### src/sfpes_pkg.sv
// Shared constants and types for the serial flash command interpreter
package sfpes_pkg;

  localparam int unsigned CLK_MHZ = 20;

  // Command opcodes
  localparam logic [7:0] OP_WRITE_UNLOCK      = 8'h06;
  localparam logic [7:0] OP_WRITE_LOCK        = 8'h04;
  localparam logic [7:0] OP_PAGE_WRITE        = 8'h02;
  localparam logic [7:0] OP_QUAD_PAGE_WRITE   = 8'h32;
  localparam logic [7:0] OP_SMALL_ERASE       = 8'h20;
  localparam logic [7:0] OP_DOUBLE_SMALL      = 8'h40;
  localparam logic [7:0] OP_BLOCK_WIPE        = 8'hd8;
  localparam logic [7:0] OP_FULL_ARRAY_WIPE   = 8'hc7;
  localparam logic [7:0] OP_SLEEP_ENTRY       = 8'hb9;
  localparam logic [7:0] OP_WAKE_SIGNATURE    = 8'hab;

  // Frame lengths in single-lane bits, then data bits taken per clock edge
  localparam logic [5:0] OPCODE_BITS          = 6'h08;
  localparam logic [5:0] HEADER_BITS          = 6'h20;
  localparam logic [2:0] QUAD_STEP            = 3'h4;
  localparam logic [2:0] SINGLE_STEP          = 3'h1;

  // Signature byte, value arbitrary
  localparam logic [7:0] SIGNATURE            = 8'h5a;
  localparam logic [2:0] SIG_MSB              = 3'h7;

  // Address geometry
  localparam logic [6:0] PARAM_REGION         = 7'h00;
  localparam logic [6:0] ALL_SECTORS_MASK     = 7'h7f;
  localparam logic [2:0] GUARD_SHIFT_TOP      = 3'h7;
  localparam logic [2:0] GUARD_NONE           = 3'h0;
  localparam logic [23:0] PAGE_MASK           = 24'h0000ff;
  localparam logic [23:0] MASK_4K             = 24'h000fff;
  localparam logic [23:0] MASK_8K             = 24'h001fff;
  localparam logic [23:0] MASK_64K            = 24'h00ffff;
  localparam logic [23:0] ARRAY_LAST          = 24'h7fffff;
  localparam logic [23:0] ARRAY_FIRST         = 24'h000000;
  localparam logic [7:0] ERASED_BYTE          = 8'hff;
  localparam int unsigned PAGE_BYTES          = 256;

  // Self-timed durations in microseconds, then cycles
  localparam int unsigned PAGE_WRITE_TIME_US   = 100;
  localparam int unsigned SECTOR_ERASE_TIME_US = 1000;
  localparam int unsigned ARRAY_WIPE_TIME_US   = 10000;
  localparam int unsigned SLEEP_ENTRY_DELAY_US = 3;
  localparam int unsigned WAKE_DELAY_US        = 3;
  localparam int unsigned PAGE_WRITE_CYCLES    = PAGE_WRITE_TIME_US * CLK_MHZ;
  localparam int unsigned SECTOR_ERASE_CYCLES  = SECTOR_ERASE_TIME_US * CLK_MHZ;
  localparam int unsigned ARRAY_WIPE_CYCLES    = ARRAY_WIPE_TIME_US * CLK_MHZ;
  localparam logic [31:0] SLEEP_ENTRY_CYCLES   = 32'(SLEEP_ENTRY_DELAY_US * CLK_MHZ);
  localparam logic [31:0] WAKE_CYCLES          = 32'(WAKE_DELAY_US * CLK_MHZ);
  localparam logic [31:0] TIMER_ZERO           = 32'h00000000;
  localparam logic [31:0] TIMER_ONE            = 32'h00000001;

  typedef enum logic [2:0] {
    ST_STANDBY,
    ST_BUSY,
    ST_SLEEP_WAIT,
    ST_SLEEP,
    ST_WAKE_WAIT
  } sfpes_state_t;

  typedef enum logic [1:0] {
    OPK_NONE,
    OPK_PROGRAM,
    OPK_ERASE
  } sfpes_op_t;

endpackage : sfpes_pkg

### src/sfpes_page_mem.sv
// Page staging memory with registered read data
`timescale 1ns/1ps
module sfpes_page_mem (
  input  wire logic       clk_sys,
  input  wire logic       sys_rst,
  input  wire logic       wr_en,
  input  wire logic [7:0] wr_idx,
  input  wire logic [7:0] wr_data,
  input  wire logic [7:0] rd_idx,
  output logic      [7:0] rd_data
);

  logic [7:0] mem [0:sfpes_pkg::PAGE_BYTES-1];

  // No reset on the array, it is qualified by valid flags outside
  always_ff @(posedge clk_sys) begin
    if (wr_en) begin
      mem[wr_idx] <= wr_data;
    end
  end

  always_ff @(posedge clk_sys or posedge sys_rst) begin
    if (sys_rst) begin
      rd_data <= sfpes_pkg::ERASED_BYTE;
    end else begin
      rd_data <= mem[rd_idx];
    end
  end

endmodule : sfpes_page_mem

### src/sfpes_core.sv
// Serial flash program, erase and deep sleep command interpreter
`timescale 1ns/1ps
module sfpes_core #(
  parameter int unsigned PAGE_WRITE_CYCLES   = sfpes_pkg::PAGE_WRITE_CYCLES,
  parameter int unsigned SECTOR_ERASE_CYCLES = sfpes_pkg::SECTOR_ERASE_CYCLES,
  parameter int unsigned ARRAY_WIPE_CYCLES   = sfpes_pkg::ARRAY_WIPE_CYCLES
) (
  input  wire logic                 clk_sys,
  input  wire logic                 sys_rst,
  input  wire logic                 cs_n,
  input  wire logic                 sck,
  input  wire logic [3:0]           io_in,
  input  wire logic                 quad_enable,
  input  wire logic [2:0]           block_guard_bits,
  input  wire logic [7:0]           pg_rd_idx,
  output logic                      so_out,
  output logic                      so_oe,
  output logic                      busy_flag,
  output logic                      write_latch,
  output logic                      deep_sleep,
  output logic                      op_start,
  output sfpes_pkg::sfpes_op_t      op_kind,
  output logic [23:0]               op_base,
  output logic [23:0]               op_last,
  output logic [7:0]                pg_rd_data
);

  // Pin synchronisers, first stage read only by second
  logic       sck_m;
  logic       sck_s;
  logic       sck_d;
  logic       cs_m;
  logic       cs_s;
  logic       cs_d;
  logic [3:0] io_m;
  logic [3:0] io_s;

  always_ff @(posedge clk_sys or posedge sys_rst) begin
    if (sys_rst) begin
      sck_m <= 1'b0;
      sck_s <= 1'b0;
      sck_d <= 1'b0;
      cs_m  <= 1'b1;
      cs_s  <= 1'b1;
      cs_d  <= 1'b1;
      io_m  <= 4'h0;
      io_s  <= 4'h0;
    end else begin
      sck_m <= sck;
      sck_s <= sck_m;
      sck_d <= sck_s;
      cs_m  <= cs_n;
      cs_s  <= cs_m;
      cs_d  <= cs_s;
      io_m  <= io_in;
      io_s  <= io_m;
    end
  end

  // Io and clock share the same sync delay, so data stays aligned
  wire sck_rise  = sck_s & ~sck_d & ~cs_s;
  wire sck_fall  = ~sck_s & sck_d & ~cs_s;
  wire frame_end = cs_s & ~cs_d;

  // Link framing state
  sfpes_pkg::sfpes_state_t state;
  sfpes_pkg::sfpes_state_t next_state;
  logic [5:0]  bcnt;
  logic [23:0] sh;
  logic [7:0]  opcode;
  logic        over;
  logic        got_byte;
  logic [2:0]  dcnt;
  logic [7:0]  dbyte;
  logic [7:0]  wr_idx;
  logic [2:0]  sig_idx;

  wire [7:0] shift_in    = {sh[6:0], io_s[0]};
  wire       hdr_phase   = bcnt < sfpes_pkg::HEADER_BITS;
  wire       is_quad     = opcode == sfpes_pkg::OP_QUAD_PAGE_WRITE;
  wire       is_write_op = is_quad | (opcode == sfpes_pkg::OP_PAGE_WRITE);
  wire       standby     = state == sfpes_pkg::ST_STANDBY;

  // Buffer only moves in standby; a running program is reading it
  wire       data_rise   = sck_rise & ~hdr_phase & is_write_op & standby;
  wire [2:0] dstep       = is_quad ? sfpes_pkg::QUAD_STEP : sfpes_pkg::SINGLE_STEP;
  wire [3:0] dsum        = {1'b0, dcnt} + {1'b0, dstep};
  wire       byte_done   = data_rise & dsum[3];
  wire [7:0] next_dbyte  = is_quad ? {dbyte[3:0], io_s} : {dbyte[6:0], io_s[0]};
  wire       buf_clear   = sck_rise & (bcnt == sfpes_pkg::OPCODE_BITS) & is_write_op
                           & standby;
  wire       sig_go      = ~hdr_phase & (opcode == sfpes_pkg::OP_WAKE_SIGNATURE)
                           & (state != sfpes_pkg::ST_BUSY);

  always_ff @(posedge clk_sys or posedge sys_rst) begin
    if (sys_rst) begin
      bcnt     <= 6'h00;
      sh       <= 24'h000000;
      opcode   <= 8'h00;
      over     <= 1'b0;
      got_byte <= 1'b0;
      dcnt     <= 3'h0;
      dbyte    <= 8'h00;
      wr_idx   <= 8'h00;
      sig_idx  <= sfpes_pkg::SIG_MSB;
    end else if (cs_s) begin
      bcnt     <= 6'h00;
      over     <= 1'b0;
      got_byte <= 1'b0;
      dcnt     <= 3'h0;
      sig_idx  <= sfpes_pkg::SIG_MSB;
    end else begin
      if (sck_rise) begin
        if (hdr_phase) begin
          sh   <= {sh[22:0], io_s[0]};
          bcnt <= 6'(bcnt + 6'h01);
        end else begin
          over <= 1'b1;
        end
        if (bcnt == sfpes_pkg::OPCODE_BITS - 6'h01) begin
          opcode <= shift_in;
        end
        if (bcnt == sfpes_pkg::HEADER_BITS - 6'h01) begin
          wr_idx <= shift_in;
        end
      end
      if (data_rise) begin
        dcnt  <= dsum[2:0];
        dbyte <= next_dbyte;
        if (dsum[3]) begin
          got_byte <= 1'b1;
          wr_idx   <= 8'(wr_idx + 8'h01);
        end
      end
      if (sck_fall & sig_go) begin
        sig_idx <= 3'(sig_idx - 3'h1);
      end
    end
  end

  // Signature lane, repeats as long as the host clocks
  always_ff @(posedge clk_sys or posedge sys_rst) begin
    if (sys_rst) begin
      so_out <= 1'b0;
      so_oe  <= 1'b0;
    end else if (cs_s) begin
      so_oe  <= 1'b0;
    end else if (sck_fall & sig_go) begin
      so_oe  <= 1'b1;
      so_out <= sfpes_pkg::SIGNATURE[sig_idx];
    end
  end

  // Page staging: per-byte valid flags, unwritten bytes read as erased
  logic [sfpes_pkg::PAGE_BYTES-1:0] buf_valid;
  logic       pg_valid_q;
  logic [7:0] mem_q;

  genvar gi;
  generate
    for (gi = 0; gi < sfpes_pkg::PAGE_BYTES; gi = gi + 1) begin : g_valid
      always_ff @(posedge clk_sys or posedge sys_rst) begin
        if (sys_rst) begin
          buf_valid[gi] <= 1'b0;
        end else if (buf_clear) begin
          buf_valid[gi] <= 1'b0;
        end else if (byte_done && wr_idx == 8'(gi)) begin
          buf_valid[gi] <= 1'b1;
        end
      end
    end
  endgenerate

  sfpes_page_mem u_page_mem (
    .clk_sys (clk_sys),
    .sys_rst (sys_rst),
    .wr_en   (byte_done),
    .wr_idx  (wr_idx),
    .wr_data (next_dbyte),
    .rd_idx  (pg_rd_idx),
    .rd_data (mem_q)
  );

  always_ff @(posedge clk_sys or posedge sys_rst) begin
    if (sys_rst) begin
      pg_valid_q <= 1'b0;
      pg_rd_data <= sfpes_pkg::ERASED_BYTE;
    end else begin
      pg_valid_q <= buf_valid[pg_rd_idx];
      pg_rd_data <= pg_valid_q ? mem_q : sfpes_pkg::ERASED_BYTE;
    end
  end

  // Frame-end command checks
  wire [23:0] addr         = sh;
  wire [6:0]  sector       = addr[22:16];
  // Top 2^b sectors share their upper 7-b sector bits, all ones
  wire [6:0]  prot_mask    = sfpes_pkg::ALL_SECTORS_MASK << block_guard_bits;
  wire        guard_off    = block_guard_bits == sfpes_pkg::GUARD_NONE;
  wire        sector_prot  = ~guard_off & ((sector & prot_mask) == prot_mask);
  wire        param_sector = addr[23:17] == sfpes_pkg::PARAM_REGION;
  wire        exact_cmd    = bcnt == sfpes_pkg::OPCODE_BITS;
  wire        exact_hdr    = (bcnt == sfpes_pkg::HEADER_BITS) & ~over;
  wire        data_ok      = (bcnt == sfpes_pkg::HEADER_BITS) & got_byte & (dcnt == 3'h0);
  wire        can_modify   = write_latch & ~sector_prot;

  wire go_prog   = ((opcode == sfpes_pkg::OP_PAGE_WRITE) | (is_quad & quad_enable))
                   & data_ok & can_modify;
  wire go_small  = (opcode == sfpes_pkg::OP_SMALL_ERASE) & exact_hdr & can_modify
                   & param_sector;
  wire go_double = (opcode == sfpes_pkg::OP_DOUBLE_SMALL) & exact_hdr & can_modify
                   & param_sector;
  wire go_wipe   = (opcode == sfpes_pkg::OP_BLOCK_WIPE) & exact_hdr & can_modify;
  wire go_full   = (opcode == sfpes_pkg::OP_FULL_ARRAY_WIPE) & exact_cmd & write_latch
                   & guard_off;
  wire go_sleep  = (opcode == sfpes_pkg::OP_SLEEP_ENTRY) & exact_cmd;
  wire go_wake   = (opcode == sfpes_pkg::OP_WAKE_SIGNATURE) & (bcnt >= sfpes_pkg::OPCODE_BITS);
  wire go_unlock = (opcode == sfpes_pkg::OP_WRITE_UNLOCK) & exact_cmd;
  wire go_lock   = (opcode == sfpes_pkg::OP_WRITE_LOCK) & exact_cmd;
  wire go_op     = go_prog | go_small | go_double | go_wipe | go_full;

  // Region of the accepted operation; 8 kB mask drops A12 for the pair
  wire [23:0] erase_mask = (opcode == sfpes_pkg::OP_SMALL_ERASE) ? sfpes_pkg::MASK_4K :
                           (opcode == sfpes_pkg::OP_DOUBLE_SMALL) ? sfpes_pkg::MASK_8K :
                           sfpes_pkg::MASK_64K;
  wire [23:0] span_mask  = go_full ? sfpes_pkg::ARRAY_LAST :
                           go_prog ? sfpes_pkg::PAGE_MASK : erase_mask;
  wire [23:0] next_base  = go_full ? sfpes_pkg::ARRAY_FIRST : (addr & ~span_mask);
  wire [23:0] next_last  = next_base | span_mask;
  wire [31:0] op_cycles  = go_prog ? 32'(PAGE_WRITE_CYCLES) :
                           go_full ? 32'(ARRAY_WIPE_CYCLES) : 32'(SECTOR_ERASE_CYCLES);
  wire        launch     = standby & frame_end & go_op;

  // Power and operation sequencer
  logic [31:0] timer;
  logic [31:0] next_timer;
  logic        next_latch;
  wire         timer_done = timer == sfpes_pkg::TIMER_ZERO;

  always_comb begin
    next_state = state;
    next_latch = write_latch;
    next_timer = timer_done ? timer : 32'(timer - sfpes_pkg::TIMER_ONE);
    case (state)
      sfpes_pkg::ST_STANDBY: begin
        if (frame_end) begin
          if (go_op) begin
            next_state = sfpes_pkg::ST_BUSY;
            next_timer = 32'(op_cycles - sfpes_pkg::TIMER_ONE);
            next_latch = 1'b0;
          end else if (go_sleep) begin
            next_state = sfpes_pkg::ST_SLEEP_WAIT;
            next_timer = sfpes_pkg::SLEEP_ENTRY_CYCLES - sfpes_pkg::TIMER_ONE;
          end else if (go_unlock) begin
            next_latch = 1'b1;
          end else if (go_lock) begin
            next_latch = 1'b0;
          end
        end
      end
      // Every command, sleep and wake included, is dropped here
      sfpes_pkg::ST_BUSY: begin
        if (timer_done) begin
          next_state = sfpes_pkg::ST_STANDBY;
        end
      end
      sfpes_pkg::ST_SLEEP_WAIT: begin
        if (frame_end & go_wake) begin
          next_state = sfpes_pkg::ST_WAKE_WAIT;
          next_timer = sfpes_pkg::WAKE_CYCLES - sfpes_pkg::TIMER_ONE;
        end else if (timer_done) begin
          next_state = sfpes_pkg::ST_SLEEP;
        end
      end
      sfpes_pkg::ST_SLEEP: begin
        if (frame_end & go_wake) begin
          next_state = sfpes_pkg::ST_WAKE_WAIT;
          next_timer = sfpes_pkg::WAKE_CYCLES - sfpes_pkg::TIMER_ONE;
        end
      end
      // Host must not send work until this ends
      sfpes_pkg::ST_WAKE_WAIT: begin
        if (timer_done) begin
          next_state = sfpes_pkg::ST_STANDBY;
        end
      end
      default: begin
        next_state = sfpes_pkg::ST_STANDBY;
      end
    endcase
  end

  always_ff @(posedge clk_sys or posedge sys_rst) begin
    if (sys_rst) begin
      state       <= sfpes_pkg::ST_STANDBY;
      timer       <= sfpes_pkg::TIMER_ZERO;
      write_latch <= 1'b0;
      busy_flag   <= 1'b0;
      deep_sleep  <= 1'b0;
    end else begin
      state       <= next_state;
      timer       <= next_timer;
      write_latch <= next_latch;
      busy_flag   <= next_state == sfpes_pkg::ST_BUSY;
      deep_sleep  <= next_state == sfpes_pkg::ST_SLEEP;
    end
  end

  // Command to the array, one pulse per accepted operation
  always_ff @(posedge clk_sys or posedge sys_rst) begin
    if (sys_rst) begin
      op_start <= 1'b0;
      op_kind  <= sfpes_pkg::OPK_NONE;
      op_base  <= sfpes_pkg::ARRAY_FIRST;
      op_last  <= sfpes_pkg::ARRAY_FIRST;
    end else begin
      op_start <= launch;
      if (launch) begin
        op_kind <= go_prog ? sfpes_pkg::OPK_PROGRAM : sfpes_pkg::OPK_ERASE;
        op_base <= next_base;
        op_last <= next_last;
      end
    end
  end

endmodule : sfpes_core

### config.mk
export PLATFORM = sky130hd
export DESIGN_NAME = sfpes_core
export DESIGN_NICKNAME = d
export VERILOG_FILES = /design/src/sfpes_pkg.sv /design/src/sfpes_page_mem.sv /design/src/sfpes_core.sv
export SDC_FILE = /design/constraint.sdc
export NUM_CORES = 2
export LEC_CHECK = 0
export BUFFER_PORTS_ARGS = -buffer_cell sky130_fd_sc_hd__clkbuf_2
export CAP_MARGIN = 20
export CORE_UTILIZATION = 40
export DETAILED_ROUTE_END_ITERATION = 6
export PLACE_DENSITY_LB_ADDON = 0.1
export SETUP_SLACK_MARGIN = 0.02
export SLEW_MARGIN = 20
export SYNTH_ARGS = -nofsm -noshare
export SYNTH_HDL_FRONTEND = slang
export SYNTH_SLANG_ARGS = --single-unit
### constraint.sdc
create_clock -name clk_sys -period 27.5 [get_ports clk_sys]
set_clock_uncertainty 0.2 [all_clocks]
set_input_delay 1.375 -clock clk_sys [delete_from_list [all_inputs] [get_ports clk_sys]]
set_output_delay 1.375 -clock clk_sys [all_outputs]
set_load 0.02 [all_outputs]
# [Yosys cells after proc, flatten, opt, wreduce, memory -nomap -nowiden]
# Memories as Yosys holds them, arrays and structs flattened. A register that Yosys moved wholly into a read port is not among the register bits.
# Cells that the tools add are included.
[word_totals] register_bits=430 mem_bits_ro=8 out_inout_bits=64 ram_bits=2048 memories=2
[op_classes] shifts=1 n_mux=564 eq_ne=279 addsub=6 n_lt_le_gt_ge=3 n_reduce_logical=534 n_bitwise=59
[memory_table] name="u_page_mem.mem" depth=256 width=8 read_ports=1 rd_ports_with_merged_regs=1 wr=1 line_no="sfpes_page_mem.sv:13" rtl="logic [7:0] mem [0:sfpes_pkg::PAGE_BYTES-1];"
[memory_table] name="(name not given)" depth=8 width=1 read_ports=1 rd_ports_with_merged_regs=1 wr=0 line_no="sfpes_core.sv:150" rtl="so_out <= sfpes_pkg::SIGNATURE[sig_idx];"
[ops] cell="== test 8 bit (second input constant)" count=132
[ops] cell="2-to-1 mux 1 bit" count=527
[ops] cell="nonzero test 2 bit" count=261
[ops] cell="== test 8 x 7 -> 1 bit (second input constant)" count=65
[ops] cell="== test 8 x 6 -> 1 bit (second input constant)" count=34
[ops] cell="logical AND 1 bit" count=256
[ops] cell="2-to-1 mux 32 bit" count=5
[ops] cell="== test 8 x 5 -> 1 bit (second input constant)" count=16
[ops] cell="== test 8 x 4 -> 1 bit (second input constant)" count=8
[ops] cell="one-hot mux 32 bit (2 select lines)" count=1
[ops] cell="== test 8 x 3 -> 1 bit (second input constant)" count=6
[ops] cell="2-to-1 mux 16 bit" count=3
[ops] cell="2-to-1 mux 8 bit" count=6
[ops] cell="bitwise AND 1 bit" count=41
[ops] cell="2-to-1 mux 18 bit" count=2
[ops] cell="2-to-1 mux 3 bit" count=12
[ops] cell="zero test 32 bit" count=1
[ops] cell="subtractor 32 x 1 -> 32 bit (second input constant)" count=1
[ops] cell="bitwise AND 24 bit" count=1
[ops] cell="== test 8 x 2 -> 1 bit (second input constant)" count=3
[ops] cell="2-to-1 mux 24 bit" count=1
[ops] cell="inverter 23 -> 24 bit" count=1
[ops] cell="bitwise OR 24 x 23 -> 24 bit" count=1
[ops] cell="2-to-1 mux 23 bit" count=1
[ops] cell="36 further kinds" count=61

# [Depth between registers and ports, before layout]
[depth] depth_word=16 ltp_mapped=12 ltp_nobuf=10

# [Cells and area by module]
# From an unflattened synthesis, not the netlist that was laid out.
[unflattened] hier_cells=5616 hier_area_um2=98896.1
[by_module_without_submodules] mod="sfpes_page_mem" cells_per_inst=3762 instances=1 area_each_um2=79906.6
[by_module_without_submodules] mod="sfpes_core" cells_per_inst=1854 instances=1 area_each_um2=18989.5

# [Worst setup path before layout]
# No wires, ideal clock.
[synth_timing] path_kind="register to register" from="register opcode[7]" to="memory u_page_mem.mem[0][7] (data pin)" t_arrival_ps=4381 setup_slack_ps=22094 synth_period_minus_slack_ps=5406 path_stages_with_launch=7 setup_time_ps=825 required_time_ps=26475 path_buffers=0 path_cell_list="dfrtp_1 > nor3_1 > and2_1 > nand3_1 > inv_1 > nand2_1 > nand2_1"
[synth_via] elab_chain_len=2
[synth_rtl] item="start: declaration" line_no="sfpes_core.sv:70" rtl="logic [7:0] opcode;"
[synth_rtl] item="start signal: assignment" line_no="sfpes_core.sv:121" rtl="opcode <= shift_in;"
[synth_rtl] item="== test 8 x 6 -> 1 bit" line_no="sfpes_core.sv:80" rtl="wire is_quad = opcode == sfpes_pkg::OP_QUAD_PAGE_WRITE;"
[synth_rtl] item="2-to-1 mux 8 bit" line_no="sfpes_core.sv:89" rtl="wire [7:0] next_dbyte = is_quad ? {dbyte[3:0], io_s} : {dbyte[6:0], io_s[0]};"
[synth_rtl] item="net next_dbyte[7]" line_no="sfpes_core.sv:89"
[synth_rtl] item="end: declaration" line_no="sfpes_page_mem.sv:13"
# The timed path passes the listed nets, and every way through them passes these cells.

==> results.sh <==
export IMPL_area_delta_synth_final_pct=13.2
export IMPL_layout_setup_ws_ns=20.78
export IMPL_fillers=20900
export IMPL_drive_gt1_share_pct=19.8
export IMPL_max_slew_margin_pct=19.5
export IMPL_cap_violations=0
export IMPL_vias=53300
export IMPL_core_um2=243000
export IMPL_start_kind="input port"
export IMPL_worst_r2r_setup_slack_ns=21.88
export IMPL_grt_pass1_wl_um=406000
export IMPL_initial_core_util_pct=40.3
export IMPL_place_inst=8695
export IMPL_ys_async_sr_fraction_pct=17.1
export IMPL_wl_per_cell_um=31.1
export IMPL_worstRegToRegCells=12
export IMPL_hold_path_class="reg -> reg"
export IMPL_fin_cells=9175
export IMPL_grtUsageTotal_pct=22.9
export IMPL_synth_edf_count=2048
export IMPL_synth_warnings=0
export IMPL_peakVddDrop_uv=67.6
export IMPL_placed_cell_area_um2=102000
export IMPL_drtIter0Drc=5376
export IMPL_root_buffer="clkbuf_16"
export IMPL_ios=84
export IMPL_syn_area_um2=98100
export IMPL_first_global_vias=53000
export IMPL_fmax_ghz=0.149
export IMPL_cts_resized=0
export IMPL_hold_start="io_m[0]"
export IMPL_final_area_um2=111000
export IMPL_drt_vias_per_instance=5.81
export IMPL_finalSetupTns_ns=0
export IMPL_worst_setup_path_end_kind="flop"
export IMPL_cts_setup_buffers=0
export IMPL_cp_endpoint="u_page_mem.rd_data[0]"
export IMPL_cts_path_max_buffers=4
export IMPL_grt_max_degree=257
export IMPL_synth_cells=5652
export IMPL_period_share_pct=24.4
export IMPL_critPathArrivalTime_ns=7.33
export IMPL_cts_buffers_inserted=287
export IMPL_final_common_cell="edfxtp_1"
export IMPL_reg2reg_from="opcode[6]"
export IMPL_synth_seq_area_share_pct=73.5
export IMPL_antenna_found_initial=12
export IMPL_wirelength_um=285000
export IMPL_worstPathRequired_ns=28.11
export IMPL_ant_nets=0
export IMPL_finish_utilization_pct=45.6
export IMPL_dp_hpwl_um=175000
export IMPL_cts_tree="yes"
export IMPL_startpoint="pg_rd_idx[0]"
export IMPL_crit_type="in -> reg"
export IMPL_fin_crit_ns=6.72
export IMPL_layout_common_cells="edfxtp_1, nor2_1, mux4_2"
export IMPL_dr_pass1_iters=5
export IMPL_cts_htree_levels=5
export IMPL_fin_nets=5818
export IMPL_power_leakage_nw=37.4
export IMPL_gp_congestion=0.806
export IMPL_place_port_buffers=75
export IMPL_grt_ovfl_total=0
export IMPL_core_rowCount=181
export IMPL_hold_viol_final=0
export IMPL_worst_slew_pin_slew_ns=1.21
export IMPL_postCtsHoldBufs=0
export IMPL_dieArea_um2=247000
export IMPL_die_height_um=497
export IMPL_finalSetupViolCount=0
export IMPL_path_clk_slew_ns=0.06
export IMPL_syn_avg_cell_area_um2=17.3
export IMPL_ys_flop_type="edfxtp_1"
export IMPL_clock_sinks=2471
export IMPL_synth_cell_types=74
export IMPL_place_ws_ns=19.64
export IMPL_drc_errors=0
export IMPL_total_power_mw=7.83
export IMPL_p_per_area_nw_per_um2=70.6
export IMPL_ys_ff_latch=2471
export IMPL_clk_latency_ns=0.91
export IMPL_drv_slew=0
export IMPL_status="finished clean"
export IMPL_critPathMaxFanout=41
export IMPL_reg2reg_to="u_page_mem.mem[238][0]"
export IMPL_hold_ws_ns=0.147
export IMPL_rsz0062_at_grt="false"
export IMPL_fp_dieW_um=497
## worst max-delay path, stage by stage
cell and delay (ns):
buf_8 0.37, buf_4 0.71, buf_4 0.71, buf_4 0.62, buf_4 0.50, buf_4 0.70, mux4_2 0.59, a22oi_1 0.31
o211ai_1 0.18, nor4_1 0.95, nor4_1 0.17
## metal layers
| metal | global-route usage, % | share of wire, % |
|---|---|---|
| met5 | 0 | 0.0088 |
| met2 | 35.5 | 47 |
| met3 | 3.58 | 5.9 |
| met4 | 6.85 | 2.9 |
| met1 | 33.2 | 44 |
## cells by family (layout without fill, tap and decap cells)
family	after synthesis	count (layout)	synth area share, %
AO/OA/AOI/OAI	781	781	4.95
XOR/XNOR	34	34	0.304
flip-flops	2471	2471	73.5
multiplexers	777	777	13.7
AND/OR/NAND/NOR	1157	1157	5.43
other	1	10	0.00382
buffers and inverters	418	730	1.90
adder cells (fa/ha/maj)	13	13	0.166
## cell type report
class	instances	area (um2)	area share, %
multi-input cells	2770	24500	22.1
well taps	3202	4010	3.61
clock buffers	368	7780	7.01
repair buffers	219	1590	1.44
flip-flops and latches	2471	72100	65.0
clock inverters	107	818	0.737
inverters	36	143	0.129
diodes	2	5.00	0.00451
## Yosys cell counts (all sizes together), types with 24 or more instances
cell	count	area (um2)
mux2i	287	2870
xnor2	24	210
nand2b	38	238
a21oi	326	1640
clkbuf	225	845
o21ai	88	440
nor3	67	335
inv	35	131
buf	157	881
nor2b	29	181
nor2	616	2310
o22ai	57	357
mux2	42	473
dfrtp	401	10000
mux4	448	10100
edfxtp	2048	61500
nand3	81	405
nor4	54	344
a22oi	169	1270
nand4	31	194
nand2	137	514
## worst min path at each step
stage / to / slack (ns) / cells past startpoint
final: io_s[0] / 0.15 / 0
after global routing: io_s[1] / 0.16 / 0
after CTS: io_s[0] / 0.15 / 0
after detailed placement: io_s[0] / 0.13 / 0
after global placement: io_s[0] / 0.13 / 0
after floorplan: io_s[0] / 0.13 / 0
## flip-flops by register name, summed over array words and instances (netlist names), 2 cells and up
| register | count |
|---|---|
| dbyte | 7 |
| sig_idx | 3 |
| bcnt | 6 |
| buf_valid | 256 |
| io_m | 4 |
| op_last | 16 |
| io_s | 4 |
| state | 3 |
| op_base | 16 |
| timer | 32 |
| u_page_mem.mem | 2048 |
| op_kind | 2 |
| pg_rd_data | 8 |
| u_page_mem.rd_data | 8 |
| addr | 24 |
| dcnt | 3 |
| opcode | 8 |
| wr_idx | 8 |
## report_power, final
| group | total (mW) | switching [mW] | internal [mW] |
|---|---|---|---|
| logic | 0.226 | 0.157 | 0.0690 |
| clock network | 3.57 | 1.48 | 2.09 |
| registers | 4.04 | 0.0134 | 4.02 |
| total | 7.83 | 1.65 | 6.18 |
Note: power is estimated with default switching activity, not from simulation.
